File: config.mk
export PLATFORM = sky130hd
export DESIGN_NAME = lcm_ctrl
export DESIGN_NICKNAME = d
export VERILOG_FILES = /design/src/rtl/lcm_pkg.sv /design/src/rtl/lcm_freq_cmp.sv /design/src/rtl/lcm_ctrl.sv
export SDC_FILE = /design/constraint.sdc
export NUM_CORES = 1
export LEC_CHECK = 0
export ABC_AREA = 1
export BUFFER_PORTS_ARGS = -buffer_cell sky130_fd_sc_hd__buf_2
export CAP_MARGIN = 25
export CORE_MARGIN = 1.5
export CORE_UTILIZATION = 41
export DETAILED_ROUTE_END_ITERATION = 7
export MAX_ROUTING_LAYER = met4
export PLACE_DENSITY = 0.62
export SLEW_MARGIN = 20
export SYNTH_ARGS = -nofsm -noshare
export SYNTH_HDL_FRONTEND = slang
export SYNTH_SLANG_ARGS = --single-unit
File: constraint.sdc
create_clock -name clock -period 3.4 [get_ports clock]
set_input_delay 0.34 -clock clock [delete_from_list [all_inputs] [get_ports clock]]
set_output_delay 0.34 -clock clock [all_outputs]
set_load 0.1 [all_outputs]
File: src/rtl/lcm_pkg.sv
// Package: constants and carrier types for the line channel control block
package lcm_pkg;

  // Clock rate and frequency-judging window
  localparam int unsigned CLK_HZ          = 25_000_000;
  localparam int unsigned CLK_PERIOD_NS   = 40;
  localparam int unsigned FREQ_WINDOW_CYC = 8192;
  localparam int unsigned CNT_W           = 14;
  // 0.5 % expressed as one part in 200
  localparam int unsigned PPM_DIV         = 200;
  localparam int unsigned PROD_W          = 22;

  // Drive monitor: 128 +/- 32 tx periods, fixed threshold at the nominal figure
  localparam int unsigned DMON_W          = 8;
  localparam logic [7:0]  DMON_LIMIT      = 8'h80;
  localparam logic [7:0]  DMON_ONE        = 8'h01;

  // Synchroniser lane positions
  localparam int unsigned SYN_W           = 8;
  localparam int unsigned SYN_TXCLK       = 0;
  localparam int unsigned SYN_MON_POS     = 1;
  localparam int unsigned SYN_MON_NEG     = 2;
  localparam int unsigned SYN_RECCLK      = 3;
  localparam int unsigned SYN_REFCLK      = 4;
  localparam int unsigned SYN_SIGNAL      = 5;
  localparam int unsigned SYN_TXON_PIN    = 6;
  localparam int unsigned SYN_SPARE       = 7;

  // Static configuration bits of one channel
  typedef struct packed {
    logic host_mode;
    logic single_rail_select;
    logic rate_e3;
    logic build_out_disable;
    logic internal_drive_monitor_sel;
    logic drive_monitor_int_enable;
    logic transmitter_on;
    logic equalizer_in;
    logic rx_line_monitor_gain;
  } lcm_cfg_t;

  // Two rails of transmit data
  typedef struct packed {
    logic pos;
    logic neg;
  } lcm_rail_t;

endpackage

File: src/rtl/lcm_freq_cmp.sv
// Compares recovered and reference clock edge counts over a common window
`timescale 1ns/1ps
module lcm_freq_cmp #(
  parameter int unsigned WINDOW_CYC = lcm_pkg::FREQ_WINDOW_CYC
) (
  input  wire logic clock,
  input  wire logic rst_n,
  input  wire logic rec_edge,
  input  wire logic ref_edge,
  output logic      off_freq_ff,
  output logic      done_ff
);
  import lcm_pkg::*;

  logic [CNT_W-1:0]  win_ff;
  logic [CNT_W-1:0]  rec_cnt_ff;
  logic [CNT_W-1:0]  ref_cnt_ff;
  logic [CNT_W-1:0]  diff;
  logic [PROD_W-1:0] diff_scaled;
  logic              win_end;

  assign win_end     = (win_ff == CNT_W'(WINDOW_CYC - 1));
  assign diff        = (rec_cnt_ff > ref_cnt_ff) ? rec_cnt_ff - ref_cnt_ff
                                                 : ref_cnt_ff - rec_cnt_ff;
  assign diff_scaled = PROD_W'(diff) * PROD_W'(PPM_DIV);

  always_ff @(posedge clock or negedge rst_n) begin
    if (!rst_n) begin
      win_ff <= '0;
    end else if (win_end) begin
      win_ff <= '0;
    end else begin
      win_ff <= win_ff + CNT_W'(1);
    end
  end

  // Both counts restart together so they share exactly one window [RQ21]
  always_ff @(posedge clock or negedge rst_n) begin
    if (!rst_n) begin
      rec_cnt_ff <= '0;
      ref_cnt_ff <= '0;
    end else if (win_end) begin
      rec_cnt_ff <= '0;
      ref_cnt_ff <= '0;
    end else begin
      rec_cnt_ff <= rec_cnt_ff + CNT_W'(rec_edge);
      ref_cnt_ff <= ref_cnt_ff + CNT_W'(ref_edge);
    end
  end

  // Off frequency when diff/ref exceeds 1/200 [RQ21]
  always_ff @(posedge clock or negedge rst_n) begin
    if (!rst_n) begin
      off_freq_ff <= 1'b1;
      done_ff     <= 1'b0;
    end else begin
      done_ff <= win_end;
      if (win_end) begin
        off_freq_ff <= (diff_scaled > PROD_W'(ref_cnt_ff));
      end
    end
  end

endmodule

File: src/rtl/lcm_ctrl.sv
// Channel control: format, build-out, drive monitor, transmitter, receiver and lock
`timescale 1ns/1ps
// How it works
// RQ1 - Dual-rail format turns the encoder off
// RQ2 - Dual-rail passes bipolar violations as data
// RQ3 - Encoder and decoder on only in single-rail
// RQ4 - Build-out enabled when control bit is low
// RQ5 - E3 rate forces build-out off
// RQ6 - Host enables build-out below 225 feet
// RQ7 - 128 quiet tx periods raise alarm, sticky status
// RQ8 - Transitions clear alarm; status stays until read
// RQ9 - Interrupt only when enable bit set
// RQ10 - Select bit picks own driver or monitor inputs
// RQ11 - Transmitter off tri-states both line outputs
// RQ12 - Host mode: bit and pin both required
// RQ13 - Equalizer in when its bit is high
// RQ14 - Host bypasses equalizer below 300 feet
// RQ15 - Monitor-gain bit enables 20 dB stage
// RQ16 - No signal or off frequency declares lock lost
// RQ17 - Lock lost selects reference clock output
// RQ18 - Locked selects the recovered clock output
// RQ19 - Format bit high means single-rail
// RQ20 - Quiet count restarts on every transition
// RQ21 - Frequency judged over a common counting window
module lcm_ctrl #(
  parameter int unsigned WINDOW_CYC = lcm_pkg::FREQ_WINDOW_CYC
) (
  input  wire logic         clock,
  input  wire logic         rst_n,
  input  lcm_pkg::lcm_cfg_t cfg,
  input  lcm_pkg::lcm_rail_t tx_data,
  input  wire logic         tx_rate_clock,
  input  wire logic         transmitter_on_pin,
  input  wire logic         monitor_in_pos,
  input  wire logic         monitor_in_neg,
  input  wire logic         rx_signal_present,
  input  wire logic         rx_recovered_clock,
  input  wire logic         reference_clock_in,
  input  wire logic         status_read,
  output logic              tx_line_pos_o,
  output logic              tx_line_pos_oe,
  output logic              tx_line_neg_o,
  output logic              tx_line_neg_oe,
  output logic              encoder_enable,
  output logic              decoder_enable,
  output logic              bpv_as_data,
  output logic              build_out_enable,
  output logic              equalizer_enable,
  output logic              monitor_gain_enable,
  output logic              drive_monitor_alarm,
  output logic              drive_monitor_int_status,
  output logic              drive_monitor_irq,
  output logic              rx_lock_lost,
  output logic              rx_clock_uses_reference
);
  import lcm_pkg::*;

  logic              rst_meta_ff;
  logic              rst_sync_ff;
  logic [SYN_W-1:0]  sync1_ff;
  logic [SYN_W-1:0]  sync2_ff;
  logic [SYN_W-1:0]  prev_ff;
  logic [SYN_W-1:0]  pins;
  logic [SYN_W-1:0]  rise;
  logic              tx_en;
  logic              mon_pos;
  logic              mon_neg;
  logic              mark_seen_ff;
  logic [DMON_W-1:0] quiet_cnt_ff;
  logic [DMON_W-1:0] nxt_quiet_cnt;
  logic              off_freq;
  logic              win_done;
  logic              in_range;
  logic              status_set;
  logic              enc_ff;
  logic              bo_ff;
  logic              eq_ff;
  logic              gain_ff;
  logic              pos_ff;
  logic              neg_ff;
  logic              oe_ff;
  logic              alarm_ff;
  logic              status_ff;
  logic              irq_ff;
  logic              lol_ff;

  // Release reset through two flops; async assert only
  always_ff @(posedge clock or negedge rst_n) begin
    if (!rst_n) begin
      rst_meta_ff <= 1'b0;
      rst_sync_ff <= 1'b0;
    end else begin
      rst_meta_ff <= 1'b1;
      rst_sync_ff <= rst_meta_ff;
    end
  end

  assign pins = {1'b0, transmitter_on_pin, rx_signal_present, reference_clock_in,
                 rx_recovered_clock, monitor_in_neg, monitor_in_pos, tx_rate_clock};

  // Only the second stage and beyond are ever read
  always_ff @(posedge clock or negedge rst_sync_ff) begin
    if (!rst_sync_ff) begin
      sync1_ff <= '0;
      sync2_ff <= '0;
      prev_ff  <= '0;
    end else begin
      sync1_ff <= pins;
      sync2_ff <= sync1_ff;
      prev_ff  <= sync2_ff;
    end
  end

  assign rise = sync2_ff & ~prev_ff;

  // Line format and build-out selection
  always_ff @(posedge clock or negedge rst_sync_ff) begin
    if (!rst_sync_ff) begin
      enc_ff  <= 1'b0;
      bo_ff   <= 1'b0;
      eq_ff   <= 1'b0;
      gain_ff <= 1'b0;
    end else begin
      enc_ff  <= cfg.single_rail_select; // [RQ1] [RQ3] [RQ19]
      bo_ff   <= !cfg.build_out_disable && !cfg.rate_e3; // [RQ4] [RQ5]
      eq_ff   <= cfg.equalizer_in; // [RQ13]
      gain_ff <= cfg.rx_line_monitor_gain; // [RQ15]
    end
  end

  assign encoder_enable      = enc_ff;
  assign decoder_enable      = enc_ff; // [RQ3]
  assign bpv_as_data         = !enc_ff; // [RQ2]
  assign build_out_enable    = bo_ff;
  assign equalizer_enable    = eq_ff;
  assign monitor_gain_enable = gain_ff;

  // Host mode needs both bit and pin; the pin alone rules otherwise
  assign tx_en = cfg.host_mode ? (cfg.transmitter_on && sync2_ff[SYN_TXON_PIN])
                               : sync2_ff[SYN_TXON_PIN]; // [RQ12]

  always_ff @(posedge clock or negedge rst_sync_ff) begin
    if (!rst_sync_ff) begin
      pos_ff <= 1'b0;
      neg_ff <= 1'b0;
      oe_ff  <= 1'b0;
    end else begin
      pos_ff <= tx_en && tx_data.pos;
      neg_ff <= tx_en && tx_data.neg && !cfg.single_rail_select;
      oe_ff  <= tx_en; // [RQ11]
    end
  end

  assign tx_line_pos_o  = pos_ff;
  assign tx_line_neg_o  = neg_ff;
  assign tx_line_pos_oe = oe_ff;
  assign tx_line_neg_oe = oe_ff;

  // Own driver needs no sync; external pins are far-side wiring
  assign mon_pos = cfg.internal_drive_monitor_sel ? pos_ff : sync2_ff[SYN_MON_POS]; // [RQ10]
  assign mon_neg = cfg.internal_drive_monitor_sel ? neg_ff : sync2_ff[SYN_MON_NEG]; // [RQ10]

  // Marks are remembered until the next tx clock edge counts them
  always_ff @(posedge clock or negedge rst_sync_ff) begin
    if (!rst_sync_ff) begin
      mark_seen_ff <= 1'b0;
    end else if (rise[SYN_TXCLK]) begin
      mark_seen_ff <= 1'b0;
    end else if (mon_pos || mon_neg) begin
      mark_seen_ff <= 1'b1;
    end
  end

  always_comb begin
    nxt_quiet_cnt = quiet_cnt_ff;
    if (rise[SYN_TXCLK]) begin
      if (mark_seen_ff || mon_pos || mon_neg) begin
        nxt_quiet_cnt = '0; // [RQ20]
      end else if (quiet_cnt_ff < DMON_LIMIT) begin
        nxt_quiet_cnt = quiet_cnt_ff + DMON_ONE;
      end
    end
  end

  always_ff @(posedge clock or negedge rst_sync_ff) begin
    if (!rst_sync_ff) begin
      quiet_cnt_ff <= '0;
    end else begin
      quiet_cnt_ff <= nxt_quiet_cnt;
    end
  end

  assign status_set = (quiet_cnt_ff >= DMON_LIMIT);

  // Live alarm follows the count; sticky status set wins over read
  always_ff @(posedge clock or negedge rst_sync_ff) begin
    if (!rst_sync_ff) begin
      alarm_ff  <= 1'b0;
      status_ff <= 1'b0;
      irq_ff    <= 1'b0;
    end else begin
      alarm_ff <= status_set; // [RQ7] [RQ8]
      if (status_set) begin
        status_ff <= 1'b1; // [RQ7]
      end else if (status_read) begin
        status_ff <= 1'b0; // [RQ8]
      end
      irq_ff <= status_ff && cfg.drive_monitor_int_enable; // [RQ9]
    end
  end

  assign drive_monitor_alarm      = alarm_ff;
  assign drive_monitor_int_status = status_ff;
  assign drive_monitor_irq        = irq_ff;

  lcm_freq_cmp #(
    .WINDOW_CYC (WINDOW_CYC)
  ) u_freq (
    .clock       (clock),
    .rst_n       (rst_sync_ff),
    .rec_edge    (rise[SYN_RECCLK]),
    .ref_edge    (rise[SYN_REFCLK]),
    .off_freq_ff (off_freq),
    .done_ff     (win_done)
  );

  assign in_range = !off_freq;

  // Signal loss acts at once; frequency verdict updates per window
  always_ff @(posedge clock or negedge rst_sync_ff) begin
    if (!rst_sync_ff) begin
      lol_ff <= 1'b1;
    end else begin
      lol_ff <= !sync2_ff[SYN_SIGNAL] || !in_range; // [RQ16] [RQ18]
    end
  end

  assign rx_lock_lost            = lol_ff;
  assign rx_clock_uses_reference = lol_ff; // [RQ17] [RQ18]

  // Flops still hold reset values on the first edge after release
  a_format_encoder: assert property (@(posedge clock) disable iff (!rst_sync_ff) // [RQ1]
    !$past(cfg.single_rail_select) |-> !encoder_enable && bpv_as_data)
    else $error("encoder on in dual-rail");
  a_single_rail_on: assert property (@(posedge clock) disable iff (!rst_sync_ff) // [RQ3]
    encoder_enable |-> decoder_enable && $past(cfg.single_rail_select))
    else $error("codec not tied to single-rail");
  a_build_out_e3: assert property (@(posedge clock) disable iff (!rst_sync_ff) // [RQ5]
    $past(cfg.rate_e3) |-> !build_out_enable)
    else $error("build-out on at E3");
  a_build_out_bit: assert property (@(posedge clock) disable iff (!rst_sync_ff) // [RQ4]
    $past(rst_sync_ff) && $past(!cfg.rate_e3)
      |-> build_out_enable == !$past(cfg.build_out_disable))
    else $error("build-out not following bit");
  a_tx_off_hiz: assert property (@(posedge clock) disable iff (!rst_sync_ff) // [RQ11]
    !$past(tx_en) |-> !tx_line_pos_oe && !tx_line_neg_oe && !tx_line_pos_o)
    else $error("driver active while off");
  a_host_tx_pin: assert property (@(posedge clock) disable iff (!rst_sync_ff) // [RQ12]
    $past(cfg.host_mode) && !$past(sync2_ff[SYN_TXON_PIN]) |-> !tx_line_pos_oe)
    else $error("host mode ran without pin");
  a_alarm_count: assert property (@(posedge clock) disable iff (!rst_sync_ff) // [RQ7]
    drive_monitor_alarm |-> $past(quiet_cnt_ff) == DMON_LIMIT)
    else $error("alarm without 128 quiet periods");
  a_alarm_sticky: assert property (@(posedge clock) disable iff (!rst_sync_ff) // [RQ8]
    $fell(drive_monitor_alarm) |-> drive_monitor_int_status)
    else $error("status cleared with alarm");
  a_count_restart: assert property (@(posedge clock) disable iff (!rst_sync_ff) // [RQ20]
    rise[SYN_TXCLK] && mark_seen_ff |=> quiet_cnt_ff == '0)
    else $error("quiet count not restarted");
  a_irq_enable: assert property (@(posedge clock) disable iff (!rst_sync_ff) // [RQ9]
    drive_monitor_irq |-> $past(cfg.drive_monitor_int_enable) && $past(status_ff))
    else $error("irq without enable");
  a_lock_signal: assert property (@(posedge clock) disable iff (!rst_sync_ff) // [RQ16]
    !sync2_ff[SYN_SIGNAL] |=> rx_lock_lost ##0 rx_clock_uses_reference)
    else $error("no lock loss on missing signal");
  a_lock_freq: assert property (@(posedge clock) disable iff (!rst_sync_ff) // [RQ17]
    win_done && off_freq |=> rx_clock_uses_reference)
    else $error("reference clock not substituted");
  a_monitor_sel: assert property (@(posedge clock) disable iff (!rst_sync_ff) // [RQ10]
    cfg.internal_drive_monitor_sel |-> mon_pos == pos_ff)
    else $error("monitor not on own driver");
  a_status_clear: assert property (@(posedge clock) disable iff (!rst_sync_ff) // [RQ8]
    status_read && !status_set |=> !drive_monitor_int_status)
    else $error("sticky status not cleared by read");
  a_lock_regained: assert property (@(posedge clock) disable iff (!rst_sync_ff) // [RQ18]
    sync2_ff[SYN_SIGNAL] && !off_freq |=> !rx_lock_lost && !rx_clock_uses_reference)
    else $error("recovered clock not selected while locked");
  a_single_neg_idle: assert property (@(posedge clock) disable iff (!rst_sync_ff) // [RQ19]
    $past(cfg.single_rail_select) |-> !tx_line_neg_o)
    else $error("negative rail driven in single-rail");
  a_equalizer_bit: assert property (@(posedge clock) disable iff (!rst_sync_ff) // [RQ13]
    $past(rst_sync_ff) |-> equalizer_enable == $past(cfg.equalizer_in))
    else $error("equalizer not following bit");

  c_alarm_raised: cover property (@(posedge clock) disable iff (!rst_sync_ff)
    $rose(drive_monitor_alarm));
  c_alarm_cleared: cover property (@(posedge clock) disable iff (!rst_sync_ff)
    $fell(drive_monitor_alarm) ##[1:300] !drive_monitor_int_status);
  c_lock_gained: cover property (@(posedge clock) disable iff (!rst_sync_ff)
    $fell(rx_lock_lost));
  c_tx_on: cover property (@(posedge clock) disable iff (!rst_sync_ff)
    $rose(tx_line_pos_oe));

endmodule

After elaboration in Yosys (flattened, before gate mapping)
Cells that the tools add are included.

Bits in registers: 84. Latch bits: 0. Bits in writable memories: 0. Memory bits (read-only): 0. Input port bits: 21. Output and inout bits: 15. Logic and storage cells: 68. Memories: 0.

Add/subtract/negate cells: 6. $mul: 1. Div/mod/pow operators: 0. Order comparisons: 4. Equal/unequal tests: 1. Shift-type cells: 0. Mux-type cells: 13. Bitwise logic cells: 2. Reductions and logical operators: 19.

Operator list (count): 14-bit two-way mux (4); 14-bit by 1-bit adder with 14-bit output (2); 14-bit subtractor (2); 22-bit by 14-bit > comparator with 1-bit output (1); 14-bit by 5-bit multiplier with 19-bit output (second input constant) (1); 8-bit two-way mux (2); 14-bit by 1-bit adder with 14-bit output (second input constant) (1); 14-bit by 13-bit equality test with 1-bit output (second input constant) (1); 14-bit > comparator (1); 8-bit by 1-bit adder with 8-bit output (second input constant) (1); 8-bit >= comparator (second input constant) (1); 8-bit less-than comparator (second input constant) (1); 1-bit two-way mux (7); 1-bit logical AND (6); 2-bit nonzero test (3); 5-bit AND (1); 1-bit zero test (5); 5-bit inverter (1); 1-bit logical OR (4); 2-bit AND reduction (1).

Logic depth before layout (Yosys ltp)
Word-level depth: 5. Depth in mapped cells: 39. Gate-level depth less buffers: 37.

Hierarchy
Synthesis repeated with hierarchy kept, for this count alone.

Cell total of the unflattened synthesis: 917. Area, all modules: 6842.8 um^2.

Modules (own cells, without submodules): lcm_freq_cmp (times used 1, cells an instance 779, area an instance 5412.7 um^2); lcm_ctrl (times used 1, cells an instance 138, area an instance 1430.1 um^2).

Worst setup path before layout
No wires, ideal clock.

Path type: flip-flop to flip-flop. Start: register u_freq.rec_cnt_ff[0]. End: register u_freq.off_freq_ff. Setup time: 0.075 ns. Data arrival time: 4.804 ns. Setup slack: -1.479 ns. Stages on the path, launching flop included: 37. Path buffers: 1. Period minus slack after synthesis: 4.879 ns. Cell sequence: dfrtp_1 inv_1 ha_1 inv_1 fa_1 nand2_2 nand2_4 nand2_4 nand2_4 nand3_2 nand4_2 nand2_4 inv_4 buf_12 nand2_1 nand2_1 ha_1 ha_1 inv_1 fa_1 inv_1 ha_1 nand2_1 nand3_1 nand2_1 nand2_1 xor2_1 ha_1 nand4_1 nor2_1 nand4_1 nand2_1 nand2_1 nor2_1 nand2_1 nor2_1 nor2_1.

Word-level cells in the longest chain between the ends: 4. Elaborated cells on any way between the ends: 6. Classes of those cells: 2 x add/sub; 1 x mul; 2 x order compare; 1 x mux.

RTL lines: from (decl) (RTL line lcm_freq_cmp.sv:16) `logic [CNT_W-1:0] rec_cnt_ff;`; from (signal assigned) (RTL line lcm_freq_cmp.sv:46) `rec_cnt_ff <= rec_cnt_ff + CNT_W'(rec_edge);`; 14-bit subtractor, or another cell as far along (RTL line lcm_freq_cmp.sv:24) `: ref_cnt_ff - rec_cnt_ff;`; 14-bit two-way mux * (RTL line lcm_freq_cmp.sv:23) `assign diff = (rec_cnt_ff > ref_cnt_ff) ? rec_cnt_ff - ref_cnt_ff`; 14-bit by 5-bit multiplier with 19-bit output * (RTL line lcm_freq_cmp.sv:25) `assign diff_scaled = PROD_W'(diff) * PROD_W'(PPM_DIV);`; 22-bit by 14-bit > comparator with 1-bit output * (RTL line lcm_freq_cmp.sv:59) `off_freq_ff <= (diff_scaled > PROD_W'(ref_cnt_ff));`; to (signal assigned) (RTL line lcm_freq_cmp.sv:59); to (decl) (RTL line lcm_freq_cmp.sv:10) `output logic off_freq_ff,`.

Mark *: on every way between the ends. The rest lies on a longest branch, timed or not. A chain may end at the register's enable or synchronous reset.

Worst setup path after layout
Ends and elaborated chain as after synthesis.

==> summary.txt <==
Global route
  – Largest net degree at the start of global routing: 81
  – First-pass GRT wire length: 28100 um
  – Global route overflow: 0
  – Antenna violations before repair: 0
  – Vias in the first global route: 6221
  – GRT Total Usage: 20.3%

Placed design
  – GPL Wtd Cong: 0.991
  – Dpl hpwl: 13400 um
  – IO buf count: 35

Status
  – Failing checks: negative setup slack
  – Status: finished, violations left

Routing
  – Post-DRT Antenna Nets: 0
  – Routed wire per std cell: 12.4 um
  – Drt via density: 4.60
  – Vias: 6187
  – Post-route DRC: 0
  – Initial DRC count: 294
  – TritonRoute pass-1 iters: 5
  – WL final: 16700 um

Floorplanning
  – Die W: 133 um
  – CORE AREA: 16600 sq um
  – Die H: 133 um
  – Row cnt: 47
  – I/O Pins: 36
  – Initial Util: 41.8%
  – Die Footprint: 17700 sq um

Logic synthesis
  – Yosys reg bits: 82
  – Synth Area in Simple Gates: 25.0%
  – Sequential share of the synthesized area: 29.6%
  – Net Count, Synth: 1039
  – Mux share of post-synthesis cell area: 0%
  – Yosys top cell by area: dfrtp_1
  – Synth warn: 0
  – Compound-cell area share of the yosys netlist: 9.18%
  – Synth Area in Adders: 19.6%
  – Fraction of registers with async set/reset: 100%
  – Syn Std Cell Area: 6940 sq um
  – Syn Inst Count: 916
  – Synth top area cells: dfrtp_1 29%, ha_1 16%, nand2_1 11%
  – Top_reg_cell synth: dfrtp_1
  – Syn_area_per_cell: 7.57 sq um
  – Unique masters post-synth: 51
  – Synth Area in XOR/XNOR: 4.67%
  – EDFF count, synth: 0
  – Main combinational cell family by area after synthesis: simple AND/OR/NAND/NOR gates
  – Post-synth top area share: 28.9%

Layout
  – Nets: 1244
  – Post-layout util: 55.9%
  – P&R area growth vs syn: 33.6%
  – N_diodes: 0
  – Share of layout cells above drive strength 1: 29.8%

STA
  – Final setup fails: 1
  – Final WS setup: -1.39 ns
  – Pins Over Slew Limit: 0
  – Final hold violation count: 0
  – Final period util: 141%
  – Final Skew: 0.00761 ns
  – RSZ-0062 raised after global routing: true
  – Min Tclk post-route: 4.79 ns
  – Fmax: 209 MHz

Clock network
  – TritonCTS clock tree: built
  – Clk_lat worst skew: 0.34 ns
  – Clock-pin slew on the worst setup and hold paths: 0.06 ns
  – H-tree levels: 3
  – Num Clock Sinks: 82
  – CTS Buffer Depth: 2
  – Root buf cell: clkbuf_16
  – CTS Buf Count: 9

Setup path
  – Crit. End Element: register
  – CP max FO: 7
  – Crit Path Class: reg -> reg
  – Setup crit start kind: register
  – Critical path required time: 3.67 ns
  – Crit path max-delay cell type: fa_1
  – Reg2Reg Setup Slack: -1.39 ns
  – WP data arrival: 5.07 ns
  – Worst path max stage delay: 0.49 ns

Run
  – Max-Cap Viols: 0

Min path
  – Hold WC Path Type: in -> reg
[worst paths after layout]
path | from | endpoint | cells past startpoint
max | u_freq.rec_cnt_ff[0] | u_freq.off_freq_ff | 36
min | reference_clock_in | sync1_ff[4] | 1
max reg2reg | u_freq.rec_cnt_ff[0] | u_freq.off_freq_ff | 36
min reg2reg | rst_sync_ff | u_freq.win_ff[0] | 0
max in group asynchronous | rst_sync_ff | rx_clock_uses_reference | 1
min in group asynchronous | rst_sync_ff | u_freq.win_ff[0] | 0
[per-stage QoR]
stage	cell area (sq um)	setup slack (ns)	setup TNS [ns]	hold WS, ns	std cells
finish	9270	-1.39	-1.39	0.106	1346
global route	9270	-1.67	-1.67	0.0987	1346
CTS	9100	-1.39	-1.39	0.0921	1343
detailed placement	8540	-1.48	-1.48	0.128	1316
global placement	8540	-1.34	-1.34	0.126	1316
floorplan	7020	-1.29	-1.29	0.0444	916
[metal layers]
metal  GRT usage [%]  vias to the layer above  routed length, um  part of all wire (%)
met3            1.61                       16                416                   2.5
met4            6.53                        0                345                   2.1
met2            34.7                       93               8050                    48
li1                -                     3261                  -                     -
met5               -                        -                  0                     0
met1            25.7                     2817               7890                    47
[layout by cell type (no fill, tap or decap), types with 3 or more instances in the layout]
cell type and instances:
inv_1 167, nand2_4 8, nand3_1 35, nor2_2 5
a21oi_2 5, ha_2 3, xnor2_1 6, nand3_2 5
nand4_1 10, nor3_1 11, clkbuf_16 9, nand2_1 190
ha_4 16, xor2_1 28, fa_1 9, o21a_1 5
o21ai_0 24, ha_1 72, o21ai_1 5, nor2_1 80
nand2_2 25, inv_2 21, dfrtp_1 78, buf_4 167
nand3_4 3, o21bai_1 8, a21oi_1 43, buf_2 35
o21ai_2 4
[cell families after synthesis]
logic type	count (synthesis)
adder cells (fa/ha/maj)	102
AO/OA/AOI/OAI	108
flip-flops	82
other	1
buffers and inverters	201
XOR/XNOR	37
AND/OR/NAND/NOR	385
[critical path: cells and delay by family, from the launching register on]
kind / cells / cell delay, ns
AO/OA/AOI/OAI: 3 / 0.30
XOR/XNOR: 1 / 0.22
adder cells (fa/ha/maj): 7 / 1.94
buffers and inverters: 6 / 0.36
flip-flops: 1 / 0.40
AND/OR/NAND/NOR: 19 / 1.48
[final cells by class]
class	count	area, sq um
clock inverter	5	80.1
inverter	190	721
multi-input combinational	634	4430
clock buffer	11	233
fill	1536	7310
sequential	82	2060
tap	220	275
timing repair buffer	204	1470
[flip-flops by register name (all words and copies together) (netlist names), 3 cells and up]
register,flops
u_freq.ref_cnt_ff,14
u_freq.rec_cnt_ff,14
sync2_ff,7
sync1_ff,7
prev_ff,3
quiet_cnt_ff,8
u_freq.win_ff,14
[cell usage after synthesis (all sizes together), types with 2 or more instances]
| cell | instances |
|---|---|
| a21o | 2 |
| o21bai | 9 |
| ha | 91 |
| nor2 | 88 |
| inv | 190 |
| a21boi | 3 |
| fa | 11 |
| nand4 | 11 |
| buf | 10 |
| o21ai | 34 |
| o21a | 5 |
| o31ai | 2 |
| nand3 | 43 |
| xor2 | 30 |
| nand2 | 222 |
| nor3 | 14 |
| xnor2 | 7 |
| nand3b | 2 |
| a21oi | 49 |
| dfstp | 2 |
| dfrtp | 80 |
[repair_timing]
action / CTS / global route
buffers inserted: 9 / 2
resized for setup: 32 / 22
gates cloned: 1 / 0
setup endpoints to repair: 1 / 1
hold buffers: 1 / 0
endpoints found under the hold margin: 2 / 0
pin swaps: 36 / 10
Power is left out: the tool's default activity adds up to more than one toggle a clock period on the data nets, which glitch-free logic cannot reach.
